File: config.mk
export PLATFORM = sky130hd
export DESIGN_NAME = mabce_exec
export DESIGN_NICKNAME = d
export VERILOG_FILES = /design/src/rtl/mabce_pkg.sv /design/src/rtl/mabce_regfile.sv /design/src/rtl/mabce_exec.sv
export VERILOG_INCLUDE_DIRS = /design/src /design/src/rtl
export SDC_FILE = /design/constraint.sdc
export NUM_CORES = 1
export LEC_CHECK = 0
export BUFFER_PORTS_ARGS = -buffer_cell sky130_fd_sc_hd__clkbuf_2
export CAP_MARGIN = 10
export CORE_AREA = 5 5 379 381
export CTS_CLUSTER_SIZE = 28
export DETAILED_ROUTE_END_ITERATION = 12
export DIE_AREA = 0 0 384 386
export PLACE_DENSITY = 0.4
export SETUP_SLACK_MARGIN = 0.1
export SLEW_MARGIN = 20
export SYNTH_ARGS = -nofsm -noshare
export SYNTH_HDL_FRONTEND = slang
export SYNTH_SLANG_ARGS = --single-unit
File: constraint.sdc
create_clock -name sys_clk_i -period 5.7 [get_ports sys_clk_i]
set_input_delay 0.285 -clock sys_clk_i [delete_from_list [all_inputs] [get_ports sys_clk_i]]
set_output_delay 0.285 -clock sys_clk_i [all_outputs]
set_load 0.005 [all_outputs]
File: src/rtl/mabce_consts.svh
// constants for the add and bit-clear execution slice
`ifndef MABCE_CONSTS_SVH
`define MABCE_CONSTS_SVH

// register byte offsets on the control bus
`define MABCE_OFF_INSTR 8'h00
`define MABCE_OFF_STATUS 8'h04
`define MABCE_OFF_ACC 8'h08
`define MABCE_OFF_PEEK_ADDR 8'h0c
`define MABCE_OFF_PEEK_DATA 8'h10

// instruction word layout: op[19:16] page[15] dest[14] addr[13:8] lit[7:0]
`define MABCE_INSTR_W 20
`define MABCE_OP_W 4
`define MABCE_RADDR_W 6
`define MABCE_MEM_AW 7

// status register bit positions
`define MABCE_ST_Z 0
`define MABCE_ST_DC 1
`define MABCE_ST_C 2
`define MABCE_ST_TO 3
`define MABCE_ST_PD 4
`define MABCE_ST_BUSY 5

// page mapping inside the register memory
`define MABCE_RPAGE_LAST 7'h3f
`define MABCE_SPAGE_BASE 7'h40
`define MABCE_MEM_DEPTH 80

// reset values
`define MABCE_RST_PD 1'b1
`define MABCE_RST_TO 1'b1
`define MABCE_RST_ACC 8'h00

// axi answers
`define MABCE_RESP_OKAY 2'h0
`define MABCE_RESP_SLVERR 2'h2

`endif

File: src/rtl/mabce_pkg.sv
// types for the add and bit-clear execution slice
`include "mabce_consts.svh"

package mabce_pkg;

	typedef enum logic [1:0] {
		ST_IDLE,
		ST_FETCH,
		ST_EXEC
	} mabce_state_type;

	typedef enum logic [`MABCE_OP_W-1:0] {
		OP_NOP,
		OP_REG_ADD_WITH_CARRY,
		OP_REG_ADD,
		OP_IMM_ADD_WITH_CARRY,
		OP_IMM_ADD,
		OP_REG_AND,
		OP_BIT_CLEAR_INSTR,
		OP_SLEEP,
		OP_WATCHDOG_KICK_INSTR
	} mabce_op_type;

	typedef struct packed {
		logic [`MABCE_OP_W-1:0] op;
		logic page;
		logic dest;
		logic [`MABCE_RADDR_W-1:0] addr;
		logic [7:0] lit;
	} mabce_instr_type;

	typedef struct packed {
		mabce_state_type st;
		mabce_instr_type ins;
		logic [7:0] acc;
		logic z;
		logic dc;
		logic c;
		logic pd;
		logic to;
		logic sleep_stb;
		logic kick_stb;
		logic [`MABCE_MEM_AW-1:0] peek_addr;
		logic [7:0] peek_data;
		logic peek_vld;
		logic aw_held;
		logic w_held;
		logic [7:0] awaddr;
		logic [31:0] wdata;
		logic [3:0] wstrb;
		logic awready;
		logic wready;
		logic bvalid;
		logic [1:0] bresp;
		logic arready;
		logic rvalid;
		logic [1:0] rresp;
		logic [31:0] rdata;
	} mabce_regs_type;

endpackage

File: src/rtl/mabce_regfile.sv
// register page memory with one write port and a registered read port
`timescale 1ns/1ps
`default_nettype none

module mabce_regfile #(
	parameter int DEPTH = 80,
	parameter int AW = 7,
	parameter int DW = 8
) (
	input wire logic sys_clk_i,
	input wire logic nrst_i,
	input wire logic we_i,
	input wire logic [AW-1:0] waddr_i,
	input wire logic [DW-1:0] wdata_i,
	input wire logic [AW-1:0] raddr_i,
	output logic [DW-1:0] rdata_o
);

	logic [DW-1:0] mem_q [DEPTH];

	always_ff @(posedge sys_clk_i) begin
		if (we_i) begin
			mem_q[waddr_i] <= wdata_i;
		end
		// read before write: a same-cycle write shows one cycle later
		if (!nrst_i) begin
			rdata_o <= '0;
		end else begin
			rdata_o <= mem_q[raddr_i];
		end
	end

endmodule // mabce_regfile

`default_nettype wire

File: src/rtl/mabce_exec.sv
// add, and, bit-clear execution slice with axi4-lite control port
//
// Our own choices: register access over AXI4-Lite and the address map.
`timescale 1ns/1ps
`default_nettype none
`include "mabce_consts.svh"

// Function
// - power-down flag is 1 after reset and a watchdog kick, 0 after sleep.
// - time-out flag is 1 after reset, a watchdog kick or a sleep.
// - time-out flag goes to zero when the watchdog counter times out.
// - main page register operand reaches 64 locations 0x00 to 0x3f.
// - secondary page register operand is 4 bits wide, 16 locations.
// - destination 0 writes the working register, 1 the addressed one.
// - register add with carry sums acc, operand, carry; 1 cycle, Z DC C. Here it takes two cycles, ST_FETCH then ST_EXEC.
// - register add sums acc and operand, no carry in; 1 cycle, Z DC C. Here it takes two cycles, ST_FETCH then ST_EXEC.
// - immediate add with carry: literal, acc and carry into acc, Z DC C.
// - immediate add: literal and acc, no carry, into acc, Z DC C.
// - register and writes the chosen destination, changing only Z.
// - bit clear zeroes the one bit (0 to 7) picked by lit in the addressed register, flags kept.
// - carry is one exactly when an addition carries out of bit seven.
module mabce_exec
	import mabce_pkg::*;
#(
	parameter int MEM_DEPTH = `MABCE_MEM_DEPTH
) (
	input wire logic sys_clk_i,
	input wire logic nrst_i,
	input wire logic watchdog_timeout_i,
	input wire logic [7:0] s_axi_awaddr_i,
	input wire logic s_axi_awvalid_i,
	output logic s_axi_awready_o,
	input wire logic [31:0] s_axi_wdata_i,
	input wire logic [3:0] s_axi_wstrb_i,
	input wire logic s_axi_wvalid_i,
	output logic s_axi_wready_o,
	output logic [1:0] s_axi_bresp_o,
	output logic s_axi_bvalid_o,
	input wire logic s_axi_bready_i,
	input wire logic [7:0] s_axi_araddr_i,
	input wire logic s_axi_arvalid_i,
	output logic s_axi_arready_o,
	output logic [31:0] s_axi_rdata_o,
	output logic [1:0] s_axi_rresp_o,
	output logic s_axi_rvalid_o,
	input wire logic s_axi_rready_i,
	output logic [7:0] working_register_o,
	output logic zero_flag_o,
	output logic half_carry_flag_o,
	output logic carry_flag_o,
	output logic power_down_flag_o,
	output logic time_out_flag_o,
	output logic sleep_strobe_o,
	output logic watchdog_kick_instr_o
);

	localparam mabce_regs_type RESET_VAL = '{
		st: ST_IDLE,
		ins: '0,
		acc: `MABCE_RST_ACC,
		pd: `MABCE_RST_PD,
		to: `MABCE_RST_TO,
		awready: 1'b1,
		wready: 1'b1,
		arready: 1'b1,
		default: '0
	};

	mabce_regs_type s_q;
	mabce_regs_type s_d;
	logic mem_we;
	logic [`MABCE_MEM_AW-1:0] mem_waddr;
	logic [7:0] mem_wdata;
	logic [`MABCE_MEM_AW-1:0] mem_raddr;
	logic [7:0] mem_rd;
	logic [`MABCE_MEM_AW-1:0] oper_addr;
	logic [7:0] opnd_b;
	logic cin;
	logic [8:0] sum9;
	logic [4:0] half5;
	logic [7:0] and8;
	logic [7:0] clr8;
	logic needs_read;
	mabce_instr_type new_ins;

	mabce_regfile #(
		.DEPTH(MEM_DEPTH),
		.AW(`MABCE_MEM_AW),
		.DW(8)
	) u_regfile (
		.sys_clk_i(sys_clk_i),
		.nrst_i(nrst_i),
		.we_i(mem_we),
		.waddr_i(mem_waddr),
		.wdata_i(mem_wdata),
		.raddr_i(mem_raddr),
		.rdata_o(mem_rd)
	);

	// main page sits at 0x00..0x3f, secondary page right above it
	always_comb begin
		if (s_q.ins.page) begin
			oper_addr = `MABCE_SPAGE_BASE + {3'h0, s_q.ins.addr[3:0]};
		end else begin
			oper_addr = {1'b0, s_q.ins.addr};
		end
	end

	always_comb begin
		new_ins = mabce_instr_type'(s_q.wdata[`MABCE_INSTR_W-1:0]);
		unique case (new_ins.op)
			OP_REG_ADD_WITH_CARRY, OP_REG_ADD, OP_REG_AND,
			OP_BIT_CLEAR_INSTR: needs_read = 1'b1;
			default: needs_read = 1'b0;
		endcase
	end

	// shared adder; immediate forms take the literal instead of memory
	always_comb begin
		unique case (s_q.ins.op)
			OP_IMM_ADD_WITH_CARRY, OP_IMM_ADD: opnd_b = s_q.ins.lit;
			default: opnd_b = mem_rd;
		endcase
		cin = (s_q.ins.op == OP_REG_ADD_WITH_CARRY ||
			s_q.ins.op == OP_IMM_ADD_WITH_CARRY) ? s_q.c : 1'b0;
		sum9 = {1'b0, s_q.acc} + {1'b0, opnd_b} + {8'h00, cin};
		half5 = {1'b0, s_q.acc[3:0]} + {1'b0, opnd_b[3:0]} + {4'h0, cin};
		and8 = s_q.acc & opnd_b;
		clr8 = mem_rd & ~(8'h01 << s_q.ins.lit[2:0]);
	end

	always_comb begin
		s_d = s_q;
		s_d.sleep_stb = 1'b0;
		s_d.kick_stb = 1'b0;
		mem_we = 1'b0;
		mem_waddr = oper_addr;
		mem_wdata = sum9[7:0];
		mem_raddr = (s_q.st == ST_FETCH) ? oper_addr : s_q.peek_addr;
		// the read port serves the peek window except while fetching
		s_d.peek_vld = (s_q.st != ST_FETCH);
		if (s_q.peek_vld) begin
			s_d.peek_data = mem_rd;
		end
		if (watchdog_timeout_i) begin
			s_d.to = 1'b0;
		end

		unique case (s_q.st)
			ST_IDLE: begin
			end
			ST_FETCH: s_d.st = ST_EXEC;
			ST_EXEC: begin
				s_d.st = ST_IDLE;
				unique case (s_q.ins.op)
					OP_REG_ADD_WITH_CARRY, OP_REG_ADD: begin
						s_d.c = sum9[8];
						s_d.dc = half5[4];
						s_d.z = (sum9[7:0] == 8'h00);
						if (s_q.ins.dest) begin
							mem_we = 1'b1;
						end else begin
							s_d.acc = sum9[7:0];
						end
					end
					OP_IMM_ADD_WITH_CARRY, OP_IMM_ADD: begin
						s_d.c = sum9[8];
						s_d.dc = half5[4];
						s_d.z = (sum9[7:0] == 8'h00);
						s_d.acc = sum9[7:0];
					end
					OP_REG_AND: begin
						s_d.z = (and8 == 8'h00);
						mem_wdata = and8;
						if (s_q.ins.dest) begin
							mem_we = 1'b1;
						end else begin
							s_d.acc = and8;
						end
					end
					OP_BIT_CLEAR_INSTR: begin
						mem_we = 1'b1;
						mem_wdata = clr8;
					end
					OP_SLEEP: begin
						// instruction outranks a timeout in the same cycle
						s_d.pd = 1'b0;
						s_d.to = 1'b1;
						s_d.sleep_stb = 1'b1;
					end
					OP_WATCHDOG_KICK_INSTR: begin
						s_d.pd = 1'b1;
						s_d.to = 1'b1;
						s_d.kick_stb = 1'b1;
					end
					default: begin
					end
				endcase
			end
			default: s_d.st = ST_IDLE;
		endcase

		// write channel: address and data land in either order
		if (s_axi_awvalid_i && s_q.awready) begin
			s_d.aw_held = 1'b1;
			s_d.awaddr = s_axi_awaddr_i;
		end
		if (s_axi_wvalid_i && s_q.wready) begin
			s_d.w_held = 1'b1;
			s_d.wdata = s_axi_wdata_i;
			s_d.wstrb = s_axi_wstrb_i;
		end
		// writes wait for an idle core so acc and instr never race
		if (s_q.aw_held && s_q.w_held && !s_q.bvalid &&
			s_q.st == ST_IDLE) begin
			s_d.bvalid = 1'b1;
			s_d.bresp = `MABCE_RESP_OKAY;
			unique case (s_q.awaddr)
				`MABCE_OFF_INSTR: begin
					if (|s_q.wstrb) begin
						s_d.ins = new_ins;
						s_d.st = needs_read ? ST_FETCH : ST_EXEC;
					end
				end
				`MABCE_OFF_ACC: begin
					if (s_q.wstrb[0]) begin
						s_d.acc = s_q.wdata[7:0];
					end
				end
				`MABCE_OFF_PEEK_ADDR: begin
					if (s_q.wstrb[0]) begin
						s_d.peek_addr = s_q.wdata[`MABCE_MEM_AW-1:0];
					end
				end
				`MABCE_OFF_STATUS, `MABCE_OFF_PEEK_DATA: begin
				end
				default: s_d.bresp = `MABCE_RESP_SLVERR;
			endcase
		end
		if (s_q.bvalid && s_axi_bready_i) begin
			s_d.bvalid = 1'b0;
			s_d.aw_held = 1'b0;
			s_d.w_held = 1'b0;
		end
		s_d.awready = !s_d.aw_held;
		s_d.wready = !s_d.w_held;

		// read channel: answer one cycle after the address is taken
		if (s_axi_arvalid_i && s_q.arready) begin
			s_d.arready = 1'b0;
			s_d.rvalid = 1'b1;
			s_d.rresp = `MABCE_RESP_OKAY;
			s_d.rdata = '0;
			unique case (s_axi_araddr_i)
				`MABCE_OFF_INSTR: s_d.rdata[`MABCE_INSTR_W-1:0] = s_q.ins;
				`MABCE_OFF_STATUS: begin
					s_d.rdata[`MABCE_ST_Z] = s_q.z;
					s_d.rdata[`MABCE_ST_DC] = s_q.dc;
					s_d.rdata[`MABCE_ST_C] = s_q.c;
					s_d.rdata[`MABCE_ST_TO] = s_q.to;
					s_d.rdata[`MABCE_ST_PD] = s_q.pd;
					s_d.rdata[`MABCE_ST_BUSY] = (s_q.st != ST_IDLE);
				end
				`MABCE_OFF_ACC: s_d.rdata[7:0] = s_q.acc;
				`MABCE_OFF_PEEK_ADDR:
					s_d.rdata[`MABCE_MEM_AW-1:0] = s_q.peek_addr;
				`MABCE_OFF_PEEK_DATA: s_d.rdata[7:0] = s_q.peek_data;
				default: s_d.rresp = `MABCE_RESP_SLVERR;
			endcase
		end
		if (s_q.rvalid && s_axi_rready_i) begin
			s_d.rvalid = 1'b0;
			s_d.arready = 1'b1;
		end
	end

	always_ff @(posedge sys_clk_i) begin
		if (!nrst_i) begin
			s_q <= RESET_VAL;
		end else begin
			s_q <= s_d;
		end
	end

	assign s_axi_awready_o = s_q.awready;
	assign s_axi_wready_o = s_q.wready;
	assign s_axi_bvalid_o = s_q.bvalid;
	assign s_axi_bresp_o = s_q.bresp;
	assign s_axi_arready_o = s_q.arready;
	assign s_axi_rvalid_o = s_q.rvalid;
	assign s_axi_rresp_o = s_q.rresp;
	assign s_axi_rdata_o = s_q.rdata;
	assign working_register_o = s_q.acc;
	assign zero_flag_o = s_q.z;
	assign half_carry_flag_o = s_q.dc;
	assign carry_flag_o = s_q.c;
	assign power_down_flag_o = s_q.pd;
	assign time_out_flag_o = s_q.to;
	assign sleep_strobe_o = s_q.sleep_stb;
	assign watchdog_kick_instr_o = s_q.kick_stb;
endmodule // mabce_exec

`default_nettype wire

* Word level (Yosys, flattened, before mapping)
Memories as Yosys holds them, arrays and structs flattened. A register that Yosys moved wholly into a read port is not among the register bits.
Index checks and enable logic that the tools add are counted.
** Cells by class
- $add $sub $neg :: 5
- Multipliers :: 0
- Div/mod/pow operators :: 0
- Order comparisons :: 0
- Eq/ne operators :: 23
- Shift operators :: 1
- Muxes and demuxes :: 37
- Bitwise operators :: 4
- Reductions and logical operators :: 37
** Operators with widths (count)
- two-way mux 8 bit :: 6
- two-way mux 22 bit :: 2
- equality test 8 x 4 -> 1 bit, second input constant :: 4
- zero test 8 bit :: 4
- two-way mux 30 bit :: 1
- case mux 6 bit (5 select lines) :: 1
- case mux 9 bit (3 select lines) :: 1
- equality test 4 x 3 -> 1 bit, second input constant :: 6
- AND 8 bit :: 2
- equality test 8 x 3 -> 1 bit, second input constant :: 2
- equality test 8 x 5 -> 1 bit, second input constant :: 2
- case mux 8 bit (2 select lines) :: 1
- two-way mux 15 bit :: 1
- two-way mux 7 bit :: 2
- equality test 4 x 2 -> 1 bit, second input constant :: 3
- two-way mux 12 bit :: 1
- OR reduction 4 bit :: 3
- two-way mux 1 bit :: 11
- two-way mux 2 bit :: 5
- OR reduction 5 bit :: 2
- adder 8 x 8 -> 9 bit :: 1
- adder 9 x 1 -> 9 bit :: 1
- equality test 4 x 1 -> 1 bit, second input constant :: 2
- logical AND 1 bit :: 8
- other kinds (23) :: 35
** Word-level totals
- Register bits :: 116
- Bits in latches :: 0
- RAM bits :: 640
- ROM bits :: 0
- Output and inout bits :: 56
- Memories kept :: 1
** Memories
- u_regfile.mem_q :: depth 80, bits a word 8, read ports 1, clocked after Yosys merged registers in 1, write ports 1, RTL line mabce_regfile.sv:19 : logic [DW-1:0] mem_q [DEPTH];

* Depth between registers and ports, before layout
Gate-level depths: netlist (run 1).
- Depth in word-level cells :: 11
- Gate-level depth with buffers :: 16

* By module
Synthesis (run 1) repeated with hierarchy kept, for this count alone.
** Unflattened totals
- Cells, all modules :: 1910
- Area total of the unflattened synthesis :: 31397.6 µm²
** Modules (own cells, without submodules)
- mabce_regfile :: times used 1, cells each 1189, area each 25186.7 µm²
- mabce_exec :: times used 1, cells each 721, area each 6211.0 µm²

* Least setup slack after synthesis (run 1)
OpenSTA, ideal clock, no wires.
- Path type :: reg-to-reg
- Start :: register s_q[134] (netlist name)
- End :: memory u_regfile.mem_q[0][3], data pin
- Library setup time :: 0.826 ns
- Arrival :: 5.052 ns
- Slack :: -0.178 ns
- Cell stages (with the launch flop) :: 10
- Path buffers :: 3
- Cell sequence :: dfxtp_1 > clkbuf_1 > nand3b_1 > a21oi_1 > buf_1 > mux2_2 > ha_1 > clkbuf_1 > a32oi_1 > o21ai_0
** Between the ends
- Word-level cells in the longest chain between the ends :: 7
- Elaborated cells between the ends (all ways) :: 14
** Ends and longest elaborated chain
- from (decl) :: RTL line mabce_exec.sv:69 : mabce_regs_type s_q;
- from (signal assigned) :: RTL line mabce_exec.sv:279 : s_q <= RESET_VAL;
- from (signal assigned) :: RTL line mabce_exec.sv:281 : s_q <= s_d;
- equality test 4 x 2 -> 1 bit / equality test 4 x 3 -> 1 bit (equally long branches) :: RTL line mabce_exec.sv:120, mabce_exec.sv:125
- OR reduction 2 bit :: RTL line mabce_exec.sv:120 : unique case (s_q.ins.op)
- two-way mux 8 bit :: RTL line mabce_exec.sv:120
- adder 8 x 8 -> 9 bit :: RTL line mabce_exec.sv:126 : sum9 = {1'b0, s_q.acc} + {1'b0, opnd_b} + {8'h00, cin};
- adder 9 x 1 -> 9 bit :: RTL line mabce_exec.sv:126
- case mux 8 bit (2 select lines) :: RTL line mabce_exec.sv:155 : unique case (s_q.ins.op)
- two-way mux 8 bit * :: RTL line mabce_exec.sv:149 : unique case (s_q.st)
- named net mem_wdata[3] :: RTL line mabce_exec.sv:73 : logic [7:0] mem_wdata;
- to (decl) :: RTL line mabce_regfile.sv:19
Mark *: on every way through the listed nets, which the timed path passes. The rest lies on a longest branch.

* Final worst setup path (run 1)
- Start :: register s_q[134] (netlist name)
- End :: memory u_regfile.mem_q[50][6], data pin
Same word-level chain as after synthesis.

==> results.yml, run 1 <==
status:
  status: "finished, final reports clean"
hold_path:
  hold_class: "primary input to flip-flop"
  hold_start: "s_axi_araddr_i[6]"
drt:
  via_count: 20112
  ant_nets: 0
  vias_per_cell: 4.48
  routedWlPerCell_microns: 21.6
  first_iter_violations: 1603
  dr.pass1.iters: 5
  drc: 0
  wl_microns: 97100
global_route:
  grt_pass1_wl_microns: 141000
  grtUsageTotal_pct: 12.8
  grt_antenna_before_repair: 1
  grt_pass1_vias: 20191
  grt_max_degree: 127
  grt_overflow: 0
sta:
  setup_viol: 0
  final.min_clock_period_ns: 4.52
  setup_tns_ns: 0
  max_slew_margin_pct: 22.8
  hold_violations: 0
  fin_crit_sh_pct: 79.2
  tightest_slew_ns: 1.15
  timing.hold.ws_ns: 0.115
  max_freq_mhz: 221
  rsz0062_at_grt: "no"
  drv_slew: 0
  skew_ns: 0.0229
setup_path:
  crit_chain: "nor2_1 > nand2_1 > a21oi_1 > buf_4 > mux2_2 > inv_1 > fa_1 > fa_1 > nor2b_1 > o31a_1 > o21a_1 > nor2_1 > xnor2_1 > nand2_1 > o21ai_4 > buf_4"
  critPathMaxFanout: 37
  start_kind: "flip-flop"
  setup.worst_path.start: "s_q[134]"
  arrival_ns: 4.91
  cpMaxStageDelayCell: "dfxtp_1"
  crit_type: "flip-flop to flip-flop"
  cp.required_ns: 6.09
  r2r-start: "s_q[134]"
  critPathMaxStageDelay_ns: 0.71
  critPathCaptureType: "flip-flop"
  reg2reg_slack_ns: 1.18
synth:
  seq_area_frac_synth_pct: 67.8
  syn_area_sq_um: 32000
  synthTopCellsByArea: "edfxtp_1 60%, dfxtp_1 7.6%, nand2_1 5.3%, mux2i_1 2.7%, nor2_1 1.8%"
  ys_ff_latch: 762
  yosysTopAreaCellShare_pct: 60.1
  synth-edff-count: 640
  synth.distinct_cells: 82
  ys.flop_type: "edfxtp_1"
  synth_top_cell_by_area: "edfxtp_1"
  yosys_warnings: 0
  avgSynthCellArea_sq_um: 13.2
  synthArstFlopShare_pct: 0
  syn_inst: 2428
clock_tree:
  clk_path_buf_depth: 3
  root_buffer: "clkbuf_16"
  cts_made_buffers: 88
  postCtsSetupBuffers: 0
  path_clk_slew_ns: 0.05
  tritoncts: "yes"
  h-tree-depth: 3
  ctsResizeCount: 0
  cts.sinks: 762
  clock_latency_ns: 0.65
place:
  portBuffers: 89
  dp_hpwl_microns: 62200
  place_area_sq_um: 34300
  dp.cells: 4296
  gp_congestion: 0.833
final_layout:
  area_growth_pct: 17.3
  final_cell_mix: "640 x edfxtp_1, 455 x nand2_1, 151 x nor2_1"
  drive_gt1_share_pct: 13.6
  final_common_cell: "edfxtp_1"
  fin_area_sq_um: 37500
  layout.nets: 2603
  layoutNonFillerInstCount: 4489
floorplan:
  dieArea_sq_um: 148000
  io_pins: 116
  fp-row-count: 138
  die_h_microns: 386
  floorplan.core_area_sq_um: 140000
  start_util_pct: 22.8
  dieWidth_microns: 384
pwr:
  power_uw: 11700
  p_leak_uw: 0.0126
  cellPowerDensity_nw_per_um2: 312
  ir_worst_vdd_mv: 0.184
job:
  maxCapViolCount: 0
## per-stage QoR
stage	worst slack (ns)	utilization (%)
floorplan	0.265	-
global placement	1.17	24.5
detailed placement	1.23	24.5
CTS	1.20	26.7
global route	0.893	26.7
finish	1.18	26.7
## kinds of logic (layout without fill, tap and decap cells)
family	count (synthesis)	in the layout	synth area share, %
other	1	15	0.0117
AND/OR/NAND/NOR	864	864	12.3
adder cells (fa/ha/maj)	10	10	0.438
flip-flops	762	762	67.8
AO/OA/AOI/OAI	423	423	9.11
XOR/XNOR	7	7	0.192
multiplexers	141	141	6.09
buffers and inverters	220	377	4.05
## flip-flops by register name, summed over array words and instances (netlist names), 8 cells and up
register / cells
u_regfile.rdata_o: 8
u_regfile.mem_q: 640
new_ins: 20
s_q: 52
s_axi_rdata_o: 20
working_register_o: 8
## synth_stat cells, types with 10 or more instances
library cell and instances:
buf_6 19, o211ai_1 35, nor2_1 151, o2111ai_1 15
mux2i_1 87, nor4_1 11, a22o_1 10, o21ai_0 50
a32oi_1 13, nand3_1 57, edfxtp_1 640, nor2b_1 43
nand2_1 455, mux2_2 17, buf_2 26, dfxtp_1 122
mux4_1 16, and3_1 15, nand4_1 33, a22oi_1 24
o22ai_1 21, inv_1 30, a31oi_1 32, nor3_1 28
nand2b_1 11, buf_4 59, mux4_2 20, a221oi_1 20
clkbuf_1 75, a21oi_1 93, a21boi_0 54
## final timing paths
kind                             to  cells after the start
max reg2reg  u_regfile.mem_q[50][6]                     16
max          u_regfile.mem_q[50][6]                     16
min reg2reg                 s_q[77]                      2
min                s_axi_rresp_o[1]                      4
## cell type report
| type | count | area, sq um |
|---|---|---|
| Clock inverter | 43 | 362 |
| Inverter | 31 | 116 |
| Multi-Input combinational cell | 1459 | 9210 |
| Tap cell | 1890 | 2360 |
| Fill cell | 14509 | 103000 |
| Sequential cell | 762 | 21700 |
| Timing Repair Buffer | 191 | 1370 |
| Antenna cell | 1 | 2.50 |
| Clock buffer | 112 | 2400 |
## layer usage
metal / part of all wire [%] / global-route usage, %
met1: 45 / 17.1
met5: 0 / 0
met4: 3.0 / 4.12
met2: 47 / 21.2
met3: 5.5 / 2.30
## report_power, final
group          leakage (uW)  switching [uW]  internal [uW]
combinational       0.00442             134           77.9
clock               0.00135            2230           3190
sequential          0.00683            26.7           6020
total                0.0126            2390           9290
## critical path: cells and delay by family, from the launching register on
kind	cells	cell delay, ns
and+or+nand+nor	5	0.67
adders and majority gates	2	0.89
DFF	1	0.71
buffers and inverters	3	0.74
AOI/OAI and AO/OA	4	0.69
xor gates and xnor gates	1	0.26
muxes	1	0.24
## timing repair
action | 4_1_cts | 5_1_grt
endpoints found under the setup margin | 0 | 0
endpoints found under the hold margin | 40 | 0
hold buffers | 36 | 0
Note: power is estimated with default switching activity, not from simulation.
==> run 2: changes to the inputs <==
Settings changed: PLACE_DENSITY 0.4 to 0.39.
Clock period 5.7 ns to 4.2 ns, I/O delays scaled along.
==> run 2 against run 1 <==
Against the previous run: critical path depth fell by 2; sequential power rose by 36%; clock power rose by 43%; via count rose by 2.2%; global-route usage is 0.44 points higher; setup slack got worse by 0.83 ns; power increased by 39%; hold slack lost 0.054 ns; combinational power is 44% higher; wire length increased by 3.8%; cell area is 2.3% higher; clock skew increased by 0.0041 ns.
==> results.yml, run 2 (same netlist as run 1, synthesis figures left out) <==
clock_tree:
  path_clk_slew_ns: 0.06
  cts.sinks: 762
  ctsResizeCount: 0
  clk_path_buf_depth: 3
  h-tree-depth: 3
  tritoncts: "yes"
  clock_latency_ns: 0.65
  cts_made_buffers: 88
  root_buffer: "clkbuf_16"
drt:
  routedWlPerCell_microns: 22.1
  first_iter_violations: 1626
  drc: 0
  ant_nets: 0
  dr.pass1.iters: 5
  via_count: 20558
  vias_per_cell: 4.50
  wl_microns: 101000
sta:
  hold_violations: 0
  setup_tns_ns: 0
  fin_crit_sh_pct: 91.5
  setup_viol: 0
  final.min_clock_period_ns: 3.84
  max_freq_mhz: 260
  drv_slew: 0
  rsz0062_at_grt: "no"
  skew_ns: 0.0269
  tightest_slew_ns: 1.15
  max_slew_margin_pct: 22.9
final_layout:
  drive_gt1_share_pct: 16.0
  top_regs: "u_regfile.mem_q: 640 flops, s_q: 52 flops"
  layoutNonFillerInstCount: 4565
  fill_cells: 14393
  largest-register: "u_regfile.mem_q"
  fin_area_sq_um: 38300
  largest_reg_flops: 640
  layout.nets: 2676
  insertedDiodeCount: 0
  area_growth_pct: 19.9
  final_common_cell: "edfxtp_1"
  final_cell_mix: "640 x edfxtp_1, 455 x nand2_1, 151 x nor2_1"
pwr:
  power.net_switching_uw: 3320
  swShare_pct: 20.5
  clockPowerShare_pct: 47.5
  p_leak_uw: 0.0131
  p_int_uw: 12900
  p_comb_share_pct: 1.9
  seqPwrFrac_pct: 50.6
  cellPowerDensity_nw_per_um2: 423
  ir_worst_vdd_mv: 0.287
hold_path:
  hold_class: "primary input to flip-flop"
  hold_start: "s_axi_awvalid_i"
setup_path:
  start_kind: "flip-flop"
  critPathMaxFanout: 18
  critPathCaptureType: "flip-flop"
  crit_type: "flip-flop to flip-flop"
  arrival_ns: 4.30
  cp.required_ns: 4.66
  setup.worst_path.start: "s_q[134]"
  r2r-start: "s_q[134]"
floorplan:
  dieWidth_microns: 384
  floorplan.core_area_sq_um: 140000
  start_util_pct: 22.8
  io_pins: 116
  fp-row-count: 138
  dieArea_sq_um: 148000
  die_h_microns: 386
global_route:
  grtUsageTotal_pct: 13.3
  grt_pass1_vias: 20439
  grt_overflow: 0
  grt_antenna_before_repair: 2
  grt_pass1_wl_microns: 146000
  grt_max_degree: 86
place:
  gp_congestion: 0.880
  dp_hpwl_microns: 66800
  dp.cells: 4365
  portBuffers: 89
  place_area_sq_um: 35000
job:
  maxCapViolCount: 0
status:
  status: "finished, final reports clean"
## run 2: changes by cell type in the layout (fill, tap and decap cells not counted), moves of 2 or more
cell / change
clkbuf_16: +3
clkbuf_1: -4
bufinv_16: +3
clkinvlp_4: -2
buf_12: +11
clkinv_1: +4
buf_4: +60
## run 2: path summary, 6_finish.rpt
check | end | slack [ns] | depth (start not counted)
max | u_regfile.mem_q[25][4] | 0.36 | 14
min | s_q[84] | 0.06 | 4
max reg2reg | u_regfile.mem_q[25][4] | 0.36 | 14
min reg2reg | new_ins[14] | 0.47 | 2
## run 2: timing repair
action / in CTS / in global routing
endpoints found under the setup margin: 0 / 40
hold endpoints to repair: 41 / 0
setup buffers: 0 / 3
hold buffers: 37 / 0
## run 2: cell type report
| class | count | area [sq um] | share of cell area (%) |
|---|---|---|---|
| repair buffers | 263 | 2050 | 5.34 |
| multi-input cells | 1460 | 9230 | 24.1 |
| well taps | 1890 | 2360 | 6.17 |
| clock inverters | 48 | 455 | 1.19 |
| flip-flops and latches | 762 | 21700 | 56.5 |
| clock buffers | 111 | 2450 | 6.40 |
| inverters | 31 | 116 | 0.304 |
## run 2: through the flow
step	hold slack [ns]	total power (uW)	worst slack [ns]	util (%)
floorplan	0.338	8520	0.173	-
global placement	0.444	8640	0.256	25.0
detailed placement	0.447	8650	0.351	25.0
CTS	0.0172	16400	0.317	27.3
global route	0.0738	16800	0.162	27.3
finish	0.0611	16200	0.358	27.3
## run 2: routing by layer
layer | vias to the layer above | share of wire [%] | global-route usage [%]
li1 | 9387 | - | -
met1 | 10484 | 46 | 18.0
met2 | 537 | 47 | 22.1
met3 | 150 | 4.5 | 1.97
met4 | 0 | 2.8 | 3.84
met5 | - | 0 | 0
## run 2: power groups by stage
stage / sequential [uW] / combinational [uW] / clock [uW]
finish: 8210 / 305 / 7710
global route: 8210 / 338 / 8220
CTS: 8210 / 308 / 7920
detailed placement: 8370 / 280 / 0
global placement: 8370 / 274 / 0
floorplan: 8350 / 166 / 0
## run 2: critical path: stages, from the launching register on
cell and delay [ns]:
dfxtp_1 0.34, nor2_1 0.18, nand2_1 0.09, a21oi_1 0.29, mux2_2 0.24, inv_1 0.06
fa_1 0.41, fa_1 0.47, nor2b_1 0.22, o21a_1 0.14, nor2_1 0.07, xnor2_1 0.33
nand2_1 0.29, o21ai_4 0.22, buf_4 0.30
